### src/pkg/cbt_params.svh
// Purpose: named constants for the compare-branch / predication / table-jump unit
// Assumes: 32-bit program counter, condition codes in the usual 4-bit encoding
// Notes:   definitions only, included by bare name
//
// Overview of operation
// - zero test branches when operand equals zero
// - nonzero test branches when operand is nonzero
// - compare operand limited to registers 0..7; the code does not check base_sel and tests base_val from any register
// - compare target is 4 to 130 bytes ahead
// - prefix makes up to four following ops conditional
// - then keeps condition, else inverts it
// - always prefix: every slot unconditional, never else
// - breakpoint in block always executes
// - exceptions save block state for recovery
// - exception return resumes interrupted block
// - prefix and table jumps keep flags unchanged
// - table offset is twice unsigned entry
// - halfword index shifted left by one
// - table target is next address plus offset
// - pc base means table follows instruction
`ifndef CBT_PARAMS_SVH
`define CBT_PARAMS_SVH

`define CBT_COND_ALWAYS 4'hE
`define CBT_PC_SEL      4'hF
`define CBT_CB_AHEAD    32'h0000_0004
`define CBT_TBL_LEN     32'h0000_0004
`define CBT_CB_MIN      32'h0000_0004
`define CBT_CB_MAX      32'h0000_0082
`define CBT_SLOTS       4

`endif

### src/pkg/cbt_pkg.sv
// Purpose: shared types of the control-flow unit
// Assumes: kind codes come from the upstream decoder
// Notes:   code 3'b111 is unused and treated as an ordinary op
package cbt_pkg;

  // decoded instruction class
  typedef enum logic [2:0] {
    KIND_OTHER   = 3'b000,
    KIND_ZERO    = 3'b001,
    KIND_NONZERO = 3'b010,
    KIND_PREFIX  = 3'b011,
    KIND_BYTE    = 3'b100,
    KIND_HALF    = 3'b101,
    KIND_BREAK   = 3'b110
  } cbt_kind_type;

  // table fetch sequencer
  typedef enum logic {
    TBL_IDLE = 1'b0,
    TBL_WAIT = 1'b1
  } cbt_tbl_type;

  // predication state: bit 0 of inv/live is the current slot
  typedef struct packed {
    logic [3:0] cond;
    logic [3:0] inv;
    logic [3:0] live;
  } cbt_pred_type;

endpackage : cbt_pkg

### src/pkg/cbt_cond_if.sv
// Purpose: carries a condition query between the unit and its evaluator
// Assumes: purely combinational answer
// Notes:   flags ordered n, z, c, v from bit 3 down
`timescale 1ns/100ps
interface cbt_cond_if;
  logic [3:0] cond;   // condition code asked about
  logic [3:0] flags;  // current nzcv
  logic       pass;   // condition holds

  modport user (output cond, output flags, input pass);
  modport eval (input cond, input flags, output pass);
endinterface : cbt_cond_if

### src/cbt_cond_eval.sv
// Purpose: evaluate a 4-bit condition code against nzcv
// Assumes: odd codes are the inverse of the even code below them
// Notes:   code 4'hF is treated as always as well
`timescale 1ns/100ps
module cbt_cond_eval (
  cbt_cond_if.eval cif  // query and answer
);
  logic n;    // negative
  logic z;    // zero
  logic c;    // carry
  logic v;    // overflow
  logic base; // even-code result

  assign {n, z, c, v} = cif.flags;

  // pair evaluation, low bit inverts except for always
  always_comb
  begin
    unique case (cif.cond[3:1])
      3'b000: base = z;
      3'b001: base = c;
      3'b010: base = n;
      3'b011: base = v;
      3'b100: base = c & ~z;
      3'b101: base = (n == v);
      3'b110: base = ~z & (n == v);
      3'b111: base = 1'b1;
    endcase
    cif.pass = (cif.cond[3:1] == 3'b111) ? 1'b1 : (base ^ cif.cond[0]);
  end
endmodule : cbt_cond_eval

### src/cbt_ctrl_flow.sv
// Purpose: execute compare branches, the predication prefix and table jumps
// Assumes: one instruction offered per valid cycle, register values pre-read
// Notes:   table jumps stall through busy_q until the table entry arrives
`timescale 1ns/100ps
`include "cbt_params.svh"
module cbt_ctrl_flow #(
  parameter int DW = 32                     // address and data width
) (
  input  wire logic                 ref_clk,     // core clock
  input  wire logic                 nrst,        // sync reset, low
  input  wire logic                 ins_valid,   // instruction offered
  input  wire cbt_pkg::cbt_kind_type ins_kind,   // decoded class
  input  wire logic [DW-1:0]        ins_pc,      // instruction address
  input  wire logic [6:0]           cb_offset,   // compare branch offset, even
  input  wire logic [3:0]           base_sel,    // base register number
  input  wire logic [DW-1:0]        base_val,    // base register value
  input  wire logic [DW-1:0]        index_val,   // index register value
  input  wire logic [3:0]           pfx_cond,    // prefix first condition
  input  wire logic [2:0]           pfx_len,     // prefix slots, 1 to 4
  input  wire logic [2:0]           pfx_else,    // else letters, slots 2..4
  input  wire logic [3:0]           flags_nzcv,  // current flags
  input  wire logic                 mem_ack,     // table entry returned
  input  wire logic [15:0]          mem_rdata,   // table entry
  input  wire logic                 exc_entry,   // exception taken
  input  wire logic                 exc_return,  // exception return
  input  wire cbt_pkg::cbt_pred_type exc_restore, // state from the stacked copy
  output      logic                 busy_q,      // not accepting
  output      logic                 ins_exec_q,  // op executed, not skipped
  output      logic                 flags_keep_q,// op leaves flags alone
  output      logic                 br_take_q,   // branch pulse
  output      logic [DW-1:0]        br_target_q, // branch address
  output      logic                 mem_req_q,   // table read request
  output      logic [DW-1:0]        mem_addr_q,  // table entry address
  output      logic                 mem_half_q,  // halfword entry
  output      cbt_pkg::cbt_pred_type pred_q,     // live predication state
  output      cbt_pkg::cbt_pred_type exc_saved_q // state for stacking
);

  cbt_pkg::cbt_tbl_type  state_q, state_d;   // table sequencer
  cbt_pkg::cbt_pred_type pred_d, saved_d;    // predication next values
  logic                  exec_d, keep_d, take_d, req_d, half_d;
  logic [DW-1:0]         target_d, addr_d;
  logic [DW-1:0]         next_q, next_d;     // address after table jump
  logic                  in_blk;             // a slot is pending
  logic                  slot_ok;            // current slot may execute
  logic [3:0]            pfx_live, pfx_inv;  // decoded prefix slots
  logic                  pfx_always;         // prefix uses always code
  logic                  adv;                // retire one slot
  logic                  fire;               // instruction accepted
  logic [DW-1:0]         tbl_base, tbl_idx;  // table address parts

  cbt_cond_if cif ();

  cbt_cond_eval cbt_cond_eval_inst (
    .cif (cif)
  );

  assign in_blk = |pred_q.live;
  assign cif.cond  = pred_q.cond ^ {3'b000, pred_q.inv[0]};
  assign cif.flags = flags_nzcv;
  assign slot_ok   = !in_blk || cif.pass || (ins_kind == cbt_pkg::KIND_BREAK);
  assign fire      = ins_valid && !busy_q && !exc_entry && !exc_return;
  assign pfx_always = (pfx_cond == `CBT_COND_ALWAYS);

  // always prefix never inverts a slot
  genvar k;
  generate
    for (k = 0; k < `CBT_SLOTS; k++)
    begin : g_slot
      assign pfx_live[k] = (32'(pfx_len) > k);
      if (k == 0)
      begin : g_first
        assign pfx_inv[k] = 1'b0;
      end
      else
      begin : g_rest
        assign pfx_inv[k] = pfx_else[k-1] && !pfx_always && pfx_live[k];
      end
    end
  endgenerate

  // pc base points just past the table jump
  assign tbl_base = (base_sel == `CBT_PC_SEL) ? ins_pc + `CBT_TBL_LEN : base_val;
  assign tbl_idx  = (ins_kind == cbt_pkg::KIND_HALF) ? {index_val[DW-2:0], 1'b0}
                                                     : index_val;

  // next-state logic for sequencer, predication and outputs
  always_comb
  begin
    state_d  = state_q;
    pred_d   = pred_q;
    saved_d  = exc_saved_q;
    exec_d   = 1'b0;
    keep_d   = 1'b0;
    take_d   = 1'b0;
    req_d    = mem_req_q;
    half_d   = mem_half_q;
    target_d = br_target_q;
    addr_d   = mem_addr_q;
    next_d   = next_q;
    adv      = 1'b0;
    if (exc_entry)
    begin
      // stack the block state, handler runs unpredicated
      saved_d = pred_q;
      pred_d  = '0;
      state_d = cbt_pkg::TBL_IDLE;
      req_d   = 1'b0;
    end
    else if (exc_return)
    begin
      pred_d  = exc_restore;
      state_d = cbt_pkg::TBL_IDLE;
      req_d   = 1'b0;
    end
    else if (state_q == cbt_pkg::TBL_WAIT)
    begin
      if (mem_ack)
      begin
        // offset is twice the unsigned entry
        // relative to the byte after the instruction
        target_d = mem_half_q ? next_q + DW'({mem_rdata, 1'b0})
                              : next_q + DW'({mem_rdata[7:0], 1'b0});
        take_d   = 1'b1;
        exec_d   = 1'b1;
        keep_d   = 1'b1;
        req_d    = 1'b0;
        state_d  = cbt_pkg::TBL_IDLE;
        adv      = in_blk;
      end
    end
    else if (fire)
    begin
      exec_d = slot_ok;
      adv    = in_blk;
      unique case (ins_kind)
        cbt_pkg::KIND_ZERO, cbt_pkg::KIND_NONZERO:
        begin
          // base_val tested whatever base_sel holds, flags kept
          // target four bytes ahead plus even offset
          take_d   = slot_ok && ((base_val == '0) ^ (ins_kind == cbt_pkg::KIND_NONZERO));
          target_d = ins_pc + `CBT_CB_AHEAD + DW'(cb_offset);
          keep_d   = 1'b1;
        end
        cbt_pkg::KIND_PREFIX:
        begin
          // load condition and up to four slots
          pred_d.cond = pfx_cond;
          pred_d.inv  = pfx_inv;
          pred_d.live = pfx_live;
          keep_d      = 1'b1;
          adv         = 1'b0;
        end
        cbt_pkg::KIND_BYTE, cbt_pkg::KIND_HALF:
        begin
          keep_d = 1'b1;
          if (slot_ok)
          begin
            state_d = cbt_pkg::TBL_WAIT;
            req_d   = 1'b1;
            half_d  = (ins_kind == cbt_pkg::KIND_HALF);
            addr_d  = tbl_base + tbl_idx;
            next_d  = ins_pc + `CBT_TBL_LEN;
            exec_d  = 1'b0;
            adv     = 1'b0;
          end
        end
        cbt_pkg::KIND_OTHER, cbt_pkg::KIND_BREAK:
        begin
          keep_d = 1'b0;
        end
        default:
        begin
          keep_d = 1'b0;
        end
      endcase
    end
    // retire the slot, clear after the last one
    if (adv)
    begin
      pred_d.inv  = pred_q.inv >> 1;
      pred_d.live = pred_q.live >> 1;
      if (pred_q.live[3:1] == 3'b000)
      begin
        pred_d.cond = 4'h0;
      end
    end
  end

  // registers only
  always_ff @(posedge ref_clk)
  begin
    if (!nrst)
    begin
      state_q      <= cbt_pkg::TBL_IDLE;
      pred_q       <= '0;
      exc_saved_q  <= '0;
      ins_exec_q   <= 1'b0;
      flags_keep_q <= 1'b0;
      br_take_q    <= 1'b0;
      br_target_q  <= '0;
      mem_req_q    <= 1'b0;
      mem_half_q   <= 1'b0;
      mem_addr_q   <= '0;
      next_q       <= '0;
      busy_q       <= 1'b0;
    end
    else
    begin
      state_q      <= state_d;
      pred_q       <= pred_d;
      exc_saved_q  <= saved_d;
      ins_exec_q   <= exec_d;
      flags_keep_q <= keep_d;
      br_take_q    <= take_d;
      br_target_q  <= target_d;
      mem_req_q    <= req_d;
      mem_half_q   <= half_d;
      mem_addr_q   <= addr_d;
      next_q       <= next_d;
      busy_q       <= (state_d == cbt_pkg::TBL_WAIT);
    end
  end
endmodule : cbt_ctrl_flow

### config.mk
export PLATFORM = sky130hd
export DESIGN_NAME = cbt_ctrl_flow
export DESIGN_NICKNAME = d
export VERILOG_FILES = /design/src/pkg/cbt_pkg.sv /design/src/pkg/cbt_cond_if.sv /design/src/cbt_cond_eval.sv /design/src/cbt_ctrl_flow.sv
export VERILOG_INCLUDE_DIRS = /design/src /design/src/pkg
export SDC_FILE = /design/constraint.sdc
export NUM_CORES = 1
export LEC_CHECK = 0
export ABC_AREA = 1
export ABC_CLOCK_PERIOD_IN_PS = 4500
export BUFFER_PORTS_ARGS = -buffer_cell sky130_fd_sc_hd__buf_2
export CAP_MARGIN = 20
export CORE_ASPECT_RATIO = 1.2
export CORE_UTILIZATION = 30
export CTS_CLUSTER_SIZE = 25
export DETAILED_ROUTE_END_ITERATION = 10
export PLACE_DENSITY_LB_ADDON = 0.3
export SLEW_MARGIN = 20
export SYNTH_ARGS = -nofsm -noshare
export SYNTH_HDL_FRONTEND = slang
export SYNTH_SLANG_ARGS = --single-unit
### constraint.sdc
create_clock -name ref_clk -period 4.5 [get_ports ref_clk]
set_input_delay 0.675 -clock ref_clk [delete_from_list [all_inputs] [get_ports ref_clk]]
set_output_delay 0.675 -clock ref_clk [all_outputs]
set_load 0.03 [all_outputs]
=== Word-level counts from Yosys, hierarchy flattened ===
Cells that the tools add are included.

* Bits in registers: 126

* Bitwise logic cells: 10
* Reductions and logical operators: 39
* Add/subtract/negate cells: 5
* Equality and inequality tests: 19
* $lt $le $gt $ge: 4
* Mux-type cells: 43

{| class="wikitable"
|+ Operator list
! cell !! number
|-
| 32-bit 2-to-1 mux || 7
|-
| 12-bit 2-to-1 mux || 6
|-
| 32-bit by 17-bit adder with 32-bit output || 1
|-
| 32-bit by 3-bit adder with 32-bit output (second input constant) || 1
|-
| 32-bit adder || 1
|-
| 32-bit by 7-bit adder with 32-bit output || 1
|-
| 32-bit by 9-bit adder with 32-bit output || 1
|-
| 32-bit zero test || 1
|-
| 1-bit 2-to-1 mux || 27
|-
| 3-bit == test (second input constant) || 7
|-
| 3-bit by 2-bit == test with 1-bit output (second input constant) || 4
|-
| 2-bit nonzero test || 6
|-
| 1-bit logical AND || 10
|-
| 4-bit == test (second input constant) || 2
|-
| 1-bit one-hot mux with 8 select lines || 1
|-
| 4-bit nonzero test || 2
|-
| 3-bit by 1-bit == test with 1-bit output (second input constant) || 2
|-
| 3-bit by 1-bit greater-than comparator with 1-bit output (second input constant) || 2
|-
| 3-bit by 2-bit greater-than comparator with 1-bit output (second input constant) || 2
|-
| 3-bit zero test || 2
|-
| 3-bit AND reduction || 2
|-
| 6-bit AND reduction || 1
|-
| 3-bit OR reduction || 2
|-
| 1-bit zero test || 5
|-
| 15 further kinds || 24
|}

=== Depth between registers and ports, before layout ===
Gate-level depths: netlist of run 1.

* Depth in word-level cells: 15
* Depth in mapped cells: 22
* Depth with buffers taken out: 22

=== Modules after synthesis ===
A second synthesis of run 1 with hierarchy kept.

* Cells, all modules: 1834
* Area total of the unflattened synthesis: 11011.8 µm²

{| class="wikitable"
|+ By module, submodules not included
! module !! instances !! area an instance (µm²) !! seq. area each (µm²) !! cells each
|-
| cbt_ctrl_flow || 1 || 10886.7 || 2522.4 || 1804
|-
| cbt_cond_eval || 1 || 125.1 || 0.0 || 30
|}

=== Worst setup path after synthesis of run 1 ===
No wires, ideal clock.

* Path kind: input port to flip-flop
* Start point: input ins_kind[0]
* End point: register mem_addr_q[30]
* Cell stages on the path: 22
* Buffers on the path: 1
* Path slack: 1.099 ns
* Arrival time: 3.281 ns
* Path through: inv_1 > nor2_1 > inv_1 > nor2_2 > inv_1 > clkbuf_1 > nand2_1 > inv_1 > ha_1 > fa_1 > nand3_1 > nand2_1 > a21boi_0 > o21bai_1 > nand2_1 > nand2_1 > nand2_1 > inv_1 > o21ai_0 > nand2_1 > a21oi_1 > a21oi_1

* Word-level cells in the longest chain between the ends: 3
* Elaborated cells on any way between the ends: 8

{| class="wikitable"
|+ RTL lines
! element !! RTL line !! text
|-
| start: declaration || cbt_ctrl_flow.sv:12 || <nowiki>input wire cbt_pkg::cbt_kind_type ins_kind,</nowiki>
|-
| 3-bit == test, on equally long branches || cbt_ctrl_flow.sv:84, cbt_ctrl_flow.sv:136, cbt_ctrl_flow.sv:61 ||
|-
| 32-bit 2-to-1 mux, or another cell as far along || cbt_ctrl_flow.sv:84 || <nowiki>assign tbl_idx = (ins_kind == cbt_pkg::KIND_HALF) ? {index_val[DW-2:0], 1'b0}</nowiki>
|-
| 32-bit adder or 6-bit AND reduction (tied branches) || - ||
|-
| end signal: assignment || cbt_ctrl_flow.sv:219 || <nowiki>mem_addr_q <= addr_d;</nowiki>
|-
| end: declaration || cbt_ctrl_flow.sv:33 || <nowiki>output logic [DW-1:0] mem_addr_q,</nowiki>
|}

Parallel ways exist; a longest one is shown, timed or not.
A chain may end at the register's enable or synchronous reset.

=== Worst setup path after layout of run 1 ===
* Start point: input ins_pc[2]
* End point: register mem_addr_q[25]

* Word-level cells in the longest chain between the ends: 3

{| class="wikitable"
|+ RTL lines
! element !! RTL line !! text
|-
| start: declaration || cbt_ctrl_flow.sv:13 || <nowiki>input wire logic [DW-1:0] ins_pc,</nowiki>
|-
| 32-bit by 3-bit adder with 32-bit output (no line) || - ||
|-
| 32-bit 2-to-1 mux || cbt_ctrl_flow.sv:83 || <nowiki>assign tbl_base = (base_sel == `CBT_PC_SEL) ? ins_pc + `CBT_TBL_LEN : base_val;</nowiki>
|-
| 32-bit adder || cbt_ctrl_flow.sv:162 || <nowiki>addr_d = tbl_base + tbl_idx;</nowiki>
|}

No other way between the ends.

==> results of run 1 <==
[cell type report]
class	count	area share
clock buffer	20	0.0342
clock inverter	11	0.00728
inverter	204	0.0590
multi-input combinational	1437	0.558
sequential	126	0.193
tap	462	0.0442
timing repair buffer	262	0.104
[flip-flops by register name (all words and copies together), names as in the netlist]
| name | flops |
|---|---|
| mem_req_q | 1 |
| br_target_q | 32 |
| mem_half_q | 1 |
| next_q | 32 |
| exc_saved_q | 12 |
| pred_q | 12 |
| br_take_q | 1 |
| state_q | 1 |
| flags_keep_q | 1 |
| ins_exec_q | 1 |
| mem_addr_q | 32 |
[worst reg2reg max path, delay by kind of cell (launching register included)]
kind	cells	cell delay (ns)
buf+inv	2	0.29
fa+ha+maj	1	0.30
simple gates	6	0.45
flops	1	0.58
compound gates	6	1.21
[per-layer routing]
| metal | vias up | routed length [µm] |
|---|---|---|
| li1 | 6460 | - |
| met1 | 5818 | 19800 |
| met2 | 452 | 21100 |
| met3 | 70 | 2240 |
| met4 | 0 | 1360 |
| met5 | - | 0 |
[report_power, final]
group          total (mW)  internal (mW)  leakage [nW]  switching (mW)
sequential           1.16           1.14          1.02          0.0199
combinational       0.951          0.313          5.26           0.639
clock                1.33          0.765         0.261           0.561
total                3.44           2.22          6.54            1.22
[path summary, 6_finish.rpt]
kind                                startpoint                            to  slack (ns)
hold / removal    br_target_q[26]$_SDFFE_PN0P_  br_target_q[26]$_SDFFE_PN0P_        0.47
setup / recovery                     ins_pc[2]   mem_addr_q[25]$_SDFFE_PN0P_        0.59
setup reg to reg       mem_half_q$_SDFFE_PN0P_  br_target_q[23]$_SDFFE_PN0P_        1.57
hold reg to reg   br_target_q[26]$_SDFFE_PN0P_  br_target_q[26]$_SDFFE_PN0P_        0.47
[cells by family after synthesis]
logic type	after synthesis	share of synthesized area
buf+inv	259	0.0944
fa+ha+maj	58	0.0690
simple gates	917	0.357
compound gates	411	0.204
xor+xnor	51	0.0426
flops	126	0.233
[metrics by stage]
step                hold WS (ns)  instance area (µm²)  cells   util
floorplan                  0.444                10800   1822      -
global placement           0.456                12500   2491  0.355
detailed placement         0.457                12500   2491  0.355
CTS                        0.467                13100   2522  0.370
global route               0.491                13100   2522  0.370
finish                     0.468                13100   2522  0.370
[placed cells by master, fill, tap and decap left out, drive strengths merged, types with 4 or more instances in the layout]
cell type	netlist	final
inv	202	202
nand2	522	522
a31oi	17	17
o21ai	172	172
xnor2	23	23
ha	55	55
nor2	211	211
nand3b	4	4
nand4	31	31
nor4	11	11
a21o	12	12
nand3	114	114
clkinv	2	9
clkbuf	36	20
buf	18	262
o211ai	7	7
dfxtp	126	126
o21bai	10	10
xor2	28	28
a21oi	175	175
nor3	16	16
==> run summary, run 1 <==
Synth area leader: dfxtp_1
met3 Use GR: 0.0350
cts repair resizes: 0
Initial Util: 0.307
gr usage total: 0.242
syn_area_per_cell: 5.95 µm²
CP endpoint kind: register
Power Dens Cells: 263 nW/µm²
Pre-antenna DRT Iters: 5
Worst VDD drop: 0.243 mV
final number of setup-violating endpoints: 0
Post-Syn Instances: 1822
via count: 12800
Final HPWL DP: 36000 µm
CP Launch Type: input pin
total power: 3.44 mW
Placer Congestion: 0.955
worst hold path class: register to register
vias in the first global route: 12400
Max Root-Sink Buffers: 2
Root Buffer: clkbuf_16
Port Buf Inserts: 251
Final Net Count: 2264
fmax: 256 MHz
critical path depth: 16
CP required: 4.83 ns
register area: 2520 µm²
DR DRC count: 0
top area cells in the synthesized netlist: dfxtp_1 23%, nand2_1 18%, a21oi_1 8.1%, o21ai_0 7.8%, inv_1 6.9%
H-tree Lvls: 4
Die Height: 210 µm
WL/cell: 17.6 µm
Hold-fix buffers, CTS: 0
slowest stage delay, CP: 0.60 ns
initial antenna violation count: 0
Tcrit/Tclk final: 0.869
n_diodes: 0
Yosys cell types: 51
Crit path max-delay family: compound AO/OA/AOI/OAI gates
Die Area: 36900 µm²
CTS tree: yes
post-synth top area share: 0.233
cells on worst reg2reg path: 15
Final Hold Vio Count: 0
Die X-Extent: 176 µm
crit-path cells: buf_2, ha_1, nand2_1, nor2_2, nand2_2, xor2_1, o21ai_0, ha_1, a21oi_1, o21ai_0, a21oi_1, nand3_1, a21o_1, a21oi_1, xor2_1, a21oi_1
yosys warns: 0
postcts setup bufs: 0
Boundary Pins: 252
#FFs+latches synth: 126
post-route ant nets: 0
Sink Count: 126
Async SR Flop Fraction: 0
Slowest-stage cell, CP: xor2_1
post-synthesis sequential area ratio: 0.233
top-count cell post-synth: nand2_1
run status: complete, no violations
first-pass GRT wire length: 68600 µm
Post-synth top cells: 515 x nand2_1, 199 x inv_1, 194 x nor2_1, 175 x a21oi_1, 169 x o21ai_0
largest net degree at the start of global routing: 93
Clk pin slew, worst setup/hold paths: 0.06 ns
Worst-Skew Late Latency: 0.45 ns
number of enable flip-flop cells after synthesis: 0
grt ovf: 0
Final Skew: 0.0115 ns
max-cap violation count: 0
Post-Place Setup Slack: 0.184 ns
layout cells sized above 1: 0.161
leakage power: 6.54 nW
mapped cell area: 10800 µm²
routing usage on met2: 0.412
fillcell total: 4003
RSZ-0062 raised after global routing: false
CTS Buf Count: 17
Slew @ Worst Pin: 0.961 ns
syn_nets: 2038
cell count of the worst hold path: 2
Core ar.: 35300 µm²
WP buf/inv: 1
area grow syn2layout: 20.6%
CP Class: input pin to register
WP data arrival: 4.24 ns
most used cell, CP: a21oi_1
most used flip-flop cell after synthesis: dfxtp_1
drt via density: 5.08
row cnt: 75
min Tclk post-route: 3.91 ns
Slew Limit Fails: 0
fin worst setup slack: 0.590 ns
final WL: 44500 µm
critical path fanouts, max: 7
met1 global-route usage: 0.308
Initial DRC Count: 901
GRT busiest layer: met2
Slew headroom: 0.355
total negative slack: 0 ns
multi-input logic area: 7290 µm²
Power figures use the tool's default switching activity.
==> run 2: changes to the inputs <==
CORE_MARGIN = 10   (was unset)
==> run 2 against run 1 <==
Compared with the run above:
- maximum frequency rose by 3.3%
- worst setup slack improved by 0.13 ns
- global-route usage fell by 3.5 points
- combinational power rose by 1%
- critical path depth rose by 1
- die area rose by 20%
- clock power rose by 5%
- sequential cell count did not move
- via count rose by 0.48%
- critical path type unchanged
- highest routed layer unchanged
==> run summary, run 2 (synthesis gave the netlist of run 1 again) <==
min Tclk post-route: 3.78 ns (was 3.91 ns)
postcts setup bufs: 0 (unchanged)
Final HPWL DP: 39100 µm (was 36000 µm)
grt ovf: 0 (unchanged)
crit path capture: mem_addr_q[29]$_SDFFE_PN0P_ (was mem_addr_q[25]$_SDFFE_PN0P_)
R2R Setup Slk: 1.60 ns (was 1.57 ns)
Placer Congestion: 0.965 (was 0.955)
layout cells sized above 1: 0.163 (was 0.161)
post-route ant nets: 0 (unchanged)
Worst VDD drop: 0.211 mV (was 0.243 mV)
Tcrit/Tclk final: 0.841 (was 0.869)
critical path fanouts, max: 7 (unchanged)
largest registers: br_target_q (32), mem_addr_q (32), next_q (32) (unchanged)
total negative slack: 0 ns (unchanged)
Final Skew: 0.0112 ns (was 0.0115 ns)
Die Area: 44200 µm² (was 36900 µm²)
Slew headroom: 0.352 (was 0.355)
largest net degree at the start of global routing: 93 (unchanged)
run status: complete, no violations (unchanged)
max-cap violation count: 0 (unchanged)
Initial Util: 0.303 (was 0.307)
Clk pin slew, worst setup/hold paths: 0.06 ns (about the same)
cells on worst reg2reg path: 15 (unchanged)
Pre-antenna DRT Iters: 7 (was 5)
total power: 3.53 mW (was 3.44 mW)
Slew Limit Fails: 0 (unchanged)
Initial DRC Count: 1069 (was 901)
CP Launch Type: input pin (unchanged)
via count: 12900 (was 12800)
CP Class: input pin to register (unchanged)
vias in the first global route: 12500 (was 12400)
Worst-Skew Late Latency: 0.45 ns (about the same)
CP required: 4.81 ns (was 4.83 ns)
Final Hold Vio Count: 0 (unchanged)
Final Net Count: 2266 (was 2264)
Sink Count: 126 (unchanged)
area grow syn2layout: 21.0% (was 20.6%)
Max Root-Sink Buffers: 2 (unchanged)
Port Buf Inserts: 251 (unchanged)
final number of setup-violating endpoints: 0 (unchanged)
H-tree Lvls: 4 (unchanged)
leakage power: 6.56 nW (was 6.54 nW)
fillcell total: 4068 (was 4003)
CTS Buf Count: 17 (unchanged)
gr usage total: 0.207 (was 0.242)
commonest non-fill, non-tap cell in the layout: nand2_1 (unchanged)
CP endpoint kind: register (unchanged)
commonest non-fill, non-tap cells in the layout: 515 x nand2_1, 251 x buf_2, 198 x inv_1, 194 x nor2_1, 175 x a21oi_1 (unchanged)
Core ar.: 35800 µm² (was 35300 µm²)
Die Height: 228 µm (was 210 µm)
DR DRC count: 0 (unchanged)
initial antenna violation count: 1 (was 0)
Die X-Extent: 194 µm (was 176 µm)
cts repair resizes: 0 (unchanged)
Boundary Pins: 252 (unchanged)
Slew @ Worst Pin: 0.972 ns (was 0.961 ns)
RSZ-0062 raised after global routing: false (unchanged)
Hold-fix buffers, CTS: 0 (unchanged)
Power Dens Cells: 269 nW/µm² (was 263 nW/µm²)
row cnt: 76 (was 75)
WL/cell: 18.7 µm (was 17.6 µm)
CTS tree: yes (unchanged)
worst r2r src: mem_half_q$_SDFFE_PN0P_ (unchanged)
first-pass GRT wire length: 72100 µm (was 68600 µm)
final WL: 47500 µm (was 44500 µm)
drt via density: 5.08 (about the same)
fmax: 264 MHz (was 256 MHz)
Root Buffer: clkbuf_16 (unchanged)
worst hold path class: register to register (unchanged)
worst reg2reg endpoint: br_target_q[23]$_SDFFE_PN0P_ (unchanged)
start point of the critical path: ins_pc[2] (unchanged)
WP data arrival: 4.10 ns (was 4.24 ns)
[run 2: cell types whose count changed in the layout (fill, tap and decap cells not counted)]
| cell | delta |
|---|---|
| inv_6 | +6 |
| buf_4 | +3 |
| buf_12 | -1 |
| inv_8 | +2 |
| clkbuf_1 | -2 |
| clkbuf_8 | -1 |
| clkinv_2 | -4 |
| diode_2 | +2 |
[run 2: worst max-delay path: stages]
cell and delay (ns):
buf_2 0.18, ha_1 0.25, nand3_2 0.17, nor2_4 0.16, xor2_2 0.35, inv_1 0.18, o21ai_0 0.36, ha_1 0.27
nand2_1 0.16, nor2_1 0.22, o21ai_0 0.14, nand2_1 0.14, a21oi_1 0.12, or2_2 0.30, nand2_1 0.12, xor2_1 0.19
a21oi_1 0.08
[run 2: metal layers]
metal / routed length, µm / track usage
met1: 20000 / 0.248
met2: 22800 / 0.349
met3: 3020 / 0.0431
met4: 1640 / 0.0900
met5: 0 / 0
[run 2: final cells by class]
class	instances	area, µm²	share of cell area
Multi-Input combinational cell	1437	7290	0.556
Sequential cell	126	2520	0.192
Timing Repair Buffer	264	1370	0.104
Inverter	204	771	0.0588
Tap cell	468	586	0.0446
Clock buffer	17	425	0.0324
Clock inverter	15	150	0.0114
Antenna cell	2	5.00	0.000382
[run 2: power breakdown]
| part | switching (mW) | internal, mW |
|---|---|---|
| clock | 0.623 | 0.777 |
| sequential | 0.0202 | 1.14 |
| combinational | 0.649 | 0.314 |
| total | 1.29 | 2.23 |
[run 2: worst min path at each step]
stage                                 endpoint  slack, ns                  startpoint  cells after the start
CTS                     mem_req_q$_SDFFE_PP0P_       0.47      mem_req_q$_SDFFE_PP0P_                      2
detailed placement      mem_req_q$_SDFFE_PP0P_       0.46      mem_req_q$_SDFFE_PP0P_                      2
floorplan               next_q[0]$_SDFFE_PN0P_       0.44      next_q[0]$_SDFFE_PN0P_                      2
finish                  mem_req_q$_SDFFE_PP0P_       0.46      mem_req_q$_SDFFE_PP0P_                      2
global placement        mem_req_q$_SDFFE_PP0P_       0.45      mem_req_q$_SDFFE_PP0P_                      2
global route        mem_addr_q[2]$_SDFFE_PN0P_       0.49  mem_addr_q[2]$_SDFFE_PN0P_                      2
[run 2: stage by stage]
step | hold WS [ns] | setup WS, ns | cell area [µm²] | cells | util
2_1_floorplan | 0.444 | 1.10 | 10800 | 1822 | -
3_3_place_gp | 0.453 | 0.271 | 12500 | 2499 | 0.351
4_1_cts | 0.465 | 0.716 | 13100 | 2531 | 0.367
3_5_place_dp | 0.455 | 0.243 | 12500 | 2499 | 0.351
6_report | 0.463 | 0.716 | 13100 | 2533 | 0.367
5_1_grt | 0.490 | 0.438 | 13100 | 2532 | 0.367
==> run 3: changes to the inputs <==
ABC_AREA = 0   (was 1)
ABC_CLOCK_PERIOD_IN_PS = 3800   (was 4500)
clock period = 3.8 ns   (was 4.5 ns; I/O delays follow)
==> run 3 against run 2 <==
Compared with the run above:
- cell count down 19%
- critical path depth unchanged
- clock skew about the same
- worst hold slack lost 0.076 ns
- combinational power grew 9%
- die area fell by 8.0%
- non-clock buffer count increased by 122
- total power grew 19%
- synthesized cell count fell by 30%
- synthesized area down 8.8%
- count of clock-buffer cells in the layout grew 4
- critical endpoint is now mem_addr_q[30]$_SDFFE_PN0P_
==> run summary, run 3 <==
crit-path cells: buf_2, buf_4, and3_1, nand2_1, buf_4, or4_1, xor2_1, o21ai_0, ha_1, a21o_1, a21o_1, a21oi_1, o221a_2, o31ai_2, a31oi_1, nand4_1, o211ai_1 (was buf_2, ha_1, nand3_2, nor2_4, xor2_2, inv_1, o21ai_0, ha_1, nand2_1, nor2_1, o21ai_0, nand2_1, a21oi_1, or2_2, nand2_1, xor2_1, a21oi_1)
final WL: 38300 µm (was 47500 µm)
Die X-Extent: 186 µm (was 194 µm)
CP Class: input pin to register (unchanged)
WP data arrival: 3.81 ns (was 4.10 ns)
fmax: 290 MHz
H-tree Lvls: 4 (unchanged)
Non-Filler Instances: 2049 (was 2533)
Post-synth top cells: 132 x nand2_1, 128 x nor2_1, 126 x dfxtp_1, 95 x o21ai_0, 88 x a21oi_1 (was 515 x nand2_1, 199 x inv_1, 194 x nor2_1, 175 x a21oi_1, 169 x o21ai_0)
Root Buffer: clkbuf_16 (unchanged)
Pre-antenna DRT Iters: 8 (was 7)
CP required: 4.17 ns (was 4.81 ns)
CTS tree: yes (unchanged)
Post-Syn Instances: 1278 (was 1822)
combinational share of power: 0.250 (was 0.273)
CTS Buf Count: 17 (unchanged)
Clk pin slew, worst setup/hold paths: 0.06 ns (about the same)
run status: complete, no violations (unchanged)
Hold-fix buffers, CTS: 0 (unchanged)
Slew Limit Fails: 0 (unchanged)
drt via density: 5.17 (was 5.08)
Die Height: 219 µm (was 228 µm)
Final HPWL DP: 31300 µm (was 39100 µm)
post-synth top area share: 0.255 (was 0.233)
Max Root-Sink Buffers: 2 (unchanged)
Int Pwr: 2.96 mW (was 2.23 mW)
commonest non-fill, non-tap cells in the layout: 251 x buf_2, 132 x nand2_1, 131 x buf_4, 127 x nor2_1, 126 x dfxtp_1 (was 515 x nand2_1, 251 x buf_2, 198 x inv_1, 194 x nor2_1, 175 x a21oi_1)
Yosys cell types: 84 (was 51)
Worst VDD drop: 0.279 mV (was 0.211 mV)
Placer Congestion: 0.918 (was 0.965)
final number of setup-violating endpoints: 0 (unchanged)
min Tclk post-route: 3.44 ns
layout cells sized above 1: 0.291 (was 0.163)
worst hold path class: input pin to register (was register to register)
post-synthesis sequential area ratio: 0.255 (was 0.233)
Async SR Flop Fraction: 0 (unchanged)
vias in the first global route: 10600 (was 12500)
CP Launch Type: input pin (unchanged)
largest registers: br_target_q (32), mem_addr_q (32), next_q (32) (unchanged)
yosys warns: 0 (unchanged)
leakage power: 5.70 nW (was 6.56 nW)
syn_area_per_cell: 7.73 µm² (was 5.95 µm²)
Clock power frac: 0.426 (was 0.397)
placed insts: 2006 (was 2499)
#FFs+latches synth: 126 (unchanged)
Initial Util: 0.305 (was 0.303)
slowest stage delay, CP: 0.46 ns (was 0.36 ns)
largest net degree at the start of global routing: 45 (was 93)
P_sw: 1.25 mW (was 1.29 mW)
Port Buf Inserts: 251 (unchanged)
commonest non-fill, non-tap cell in the layout: buf_2 (was nand2_1)
DR DRC count: 0 (unchanged)
Placed Area: 12500 µm² (about the same)
Synth area leader: dfxtp_1 (unchanged)
Worst-Skew Late Latency: 0.45 ns (about the same)
Initial DRC Count: 778 (was 1069)
initial antenna violation count: 14 (was 1)
top area cells in the synthesized netlist: dfxtp_1 26%, ha_1 7.0%, xnor2_1 5.3%, nand2_1 5.0%, nor2_1 4.9% (was dfxtp_1 23%, nand2_1 18%, a21oi_1 8.1%, o21ai_0 7.8%, inv_1 6.9%)
max-cap violation count: 0 (unchanged)
switching share of power: 0.297 (was 0.366)
total power: 4.21 mW (was 3.53 mW)
Boundary Pins: 252 (unchanged)
post-route ant nets: 0 (unchanged)
via count: 10600 (was 12900)
top-count cell post-synth: nand2_1 (unchanged)
Slew @ Worst Pin: 0.802 ns (was 0.972 ns)
most used flip-flop cell after synthesis: dfxtp_1 (unchanged)
area grow syn2layout: 32.9% (was 21.0%)
gr usage total: 0.185 (was 0.207)
Tcrit/Tclk final: 0.906
Core ar.: 32300 µm² (was 35800 µm²)
Reg power frac: 0.324 (was 0.330)
fillcell total: 3360 (was 4068)
Sink Count: 126 (unchanged)
CP endpoint kind: register (unchanged)
mapped cell area: 9880 µm² (was 10800 µm²)
Crit path max-delay family: compound AO/OA/AOI/OAI gates (was simple AND/OR/NAND/NOR gates)
number of enable flip-flop cells after synthesis: 0 (unchanged)
WP buf/inv: 3 (was 2)
Power Dens Cells: 321 nW/µm² (was 269 nW/µm²)
Final Skew: 0.0110 ns (was 0.0112 ns)
design area: 13100 µm² (about the same)
Slowest-stage cell, CP: or4_1 (was o21ai_0)
Final Net Count: 1834 (was 2266)
row cnt: 72 (was 76)
Final Hold Vio Count: 0 (unchanged)
Slew headroom: 0.465 (was 0.352)
critical path fanouts, max: 5 (was 7)
grt ovf: 0 (unchanged)
Die Area: 40600 µm² (was 44200 µm²)
syn_nets: 1494 (was 2038)
WL/cell: 18.7 µm (about the same)
register area: 2520 µm² (unchanged)
first-pass GRT wire length: 58700 µm (was 72100 µm)
multi-input logic area: 6990 µm² (was 7290 µm²)
run 3: cell count changes in the layout (fill, tap and decap cells not counted), moves of 45 or more:
cell and change:
nand3_1 -70, a21oi_1 -87, buf_4 +119, o21ai_0 -75, inv_1 -166, nor2_1 -67
a211oi_1 +45, nand2_1 -383
run 3: power groups by stage:
stage	Clock (mW)	Combinational (mW)	Sequential, mW
after global routing	1.88	1.16	1.37
after floorplan	0	0.585	1.42
after detailed placement	0	1.03	1.39
final	1.80	1.05	1.36
after CTS	1.83	1.04	1.36
after global placement	0	1.03	1.39
run 3: area by class of cell:
cell class              count  share of cell area
repair buffers            386               0.177
inverters                  33             0.00944
clock inverters            10              0.0122
diodes                     12             0.00229
flip-flops and latches    126               0.192
multi-input cells        1054               0.533
clock buffers              21              0.0358
well taps                 407              0.0388
run 3: routing by layer:
layer  share of wire  up-vias  track usage
li1                -     5373            -
met1            0.44     4892        0.229
met2            0.48      268        0.302
met3           0.050       63       0.0393
met4           0.029        4       0.0810
met5         0.00089        -            0
run 3: final timing paths:
check                                                    to  depth (start not counted)  slack (ns)                        from
worst min-delay path                 pred_q[5]$_SDFFE_PN0P_                          3        0.39              exc_restore[5]
worst max register to register       next_q[2]$_SDFFE_PN0P_                         10        0.64       pred_q[10]$_SDFF_PN0_
worst min register to register   mem_addr_q[4]$_SDFFE_PN0P_                          2        0.45  mem_addr_q[4]$_SDFFE_PN0P_
worst max-delay path            mem_addr_q[30]$_SDFFE_PN0P_                         17        0.36                   ins_pc[2]
run 3: metrics by stage:
| step | worst slack (ns) | util | setup TNS [ns] | hold WS [ns] |
|---|---|---|---|---|
| after CTS | 0.333 | 0.405 | 0 | 0.368 |
| after global placement | -0.0898 | 0.385 | -0.347 | 0.437 |
| after detailed placement | -0.126 | 0.385 | -0.586 | 0.444 |
| final | 0.355 | 0.406 | 0 | 0.387 |
| after floorplan | 0.0181 | - | 0 | 0.436 |
| after global routing | -0.00652 | 0.406 | -0.00652 | 0.408 |
run 3: cell families after synthesis:
| kind of cell | Yosys count | synth area share |
|---|---|---|
| compound gates | 364 | 0.237 |
| xor+xnor | 103 | 0.0913 |
| fa+ha+maj | 58 | 0.0757 |
| buf+inv | 98 | 0.0404 |
| flops | 126 | 0.255 |
| mux | 55 | 0.0616 |
| simple gates | 474 | 0.239 |
run 3: what timing repair did:
item	in CTS	in global routing
resized for setup	0	2
buffers inserted	0	0
endpoints found under the setup margin	0	4
run 3: worst reg2reg max path: cells and delay by family (launching register included):
kind / cells / cell delay (ns)
DFF: 1 / 0.47
muxes: 1 / 0.54
buffers and inverters: 3 / 0.55
AOI/OAI and AO/OA: 3 / 0.63
and+or+nand+nor: 2 / 0.38
xor gates and xnor gates: 1 / 0.49
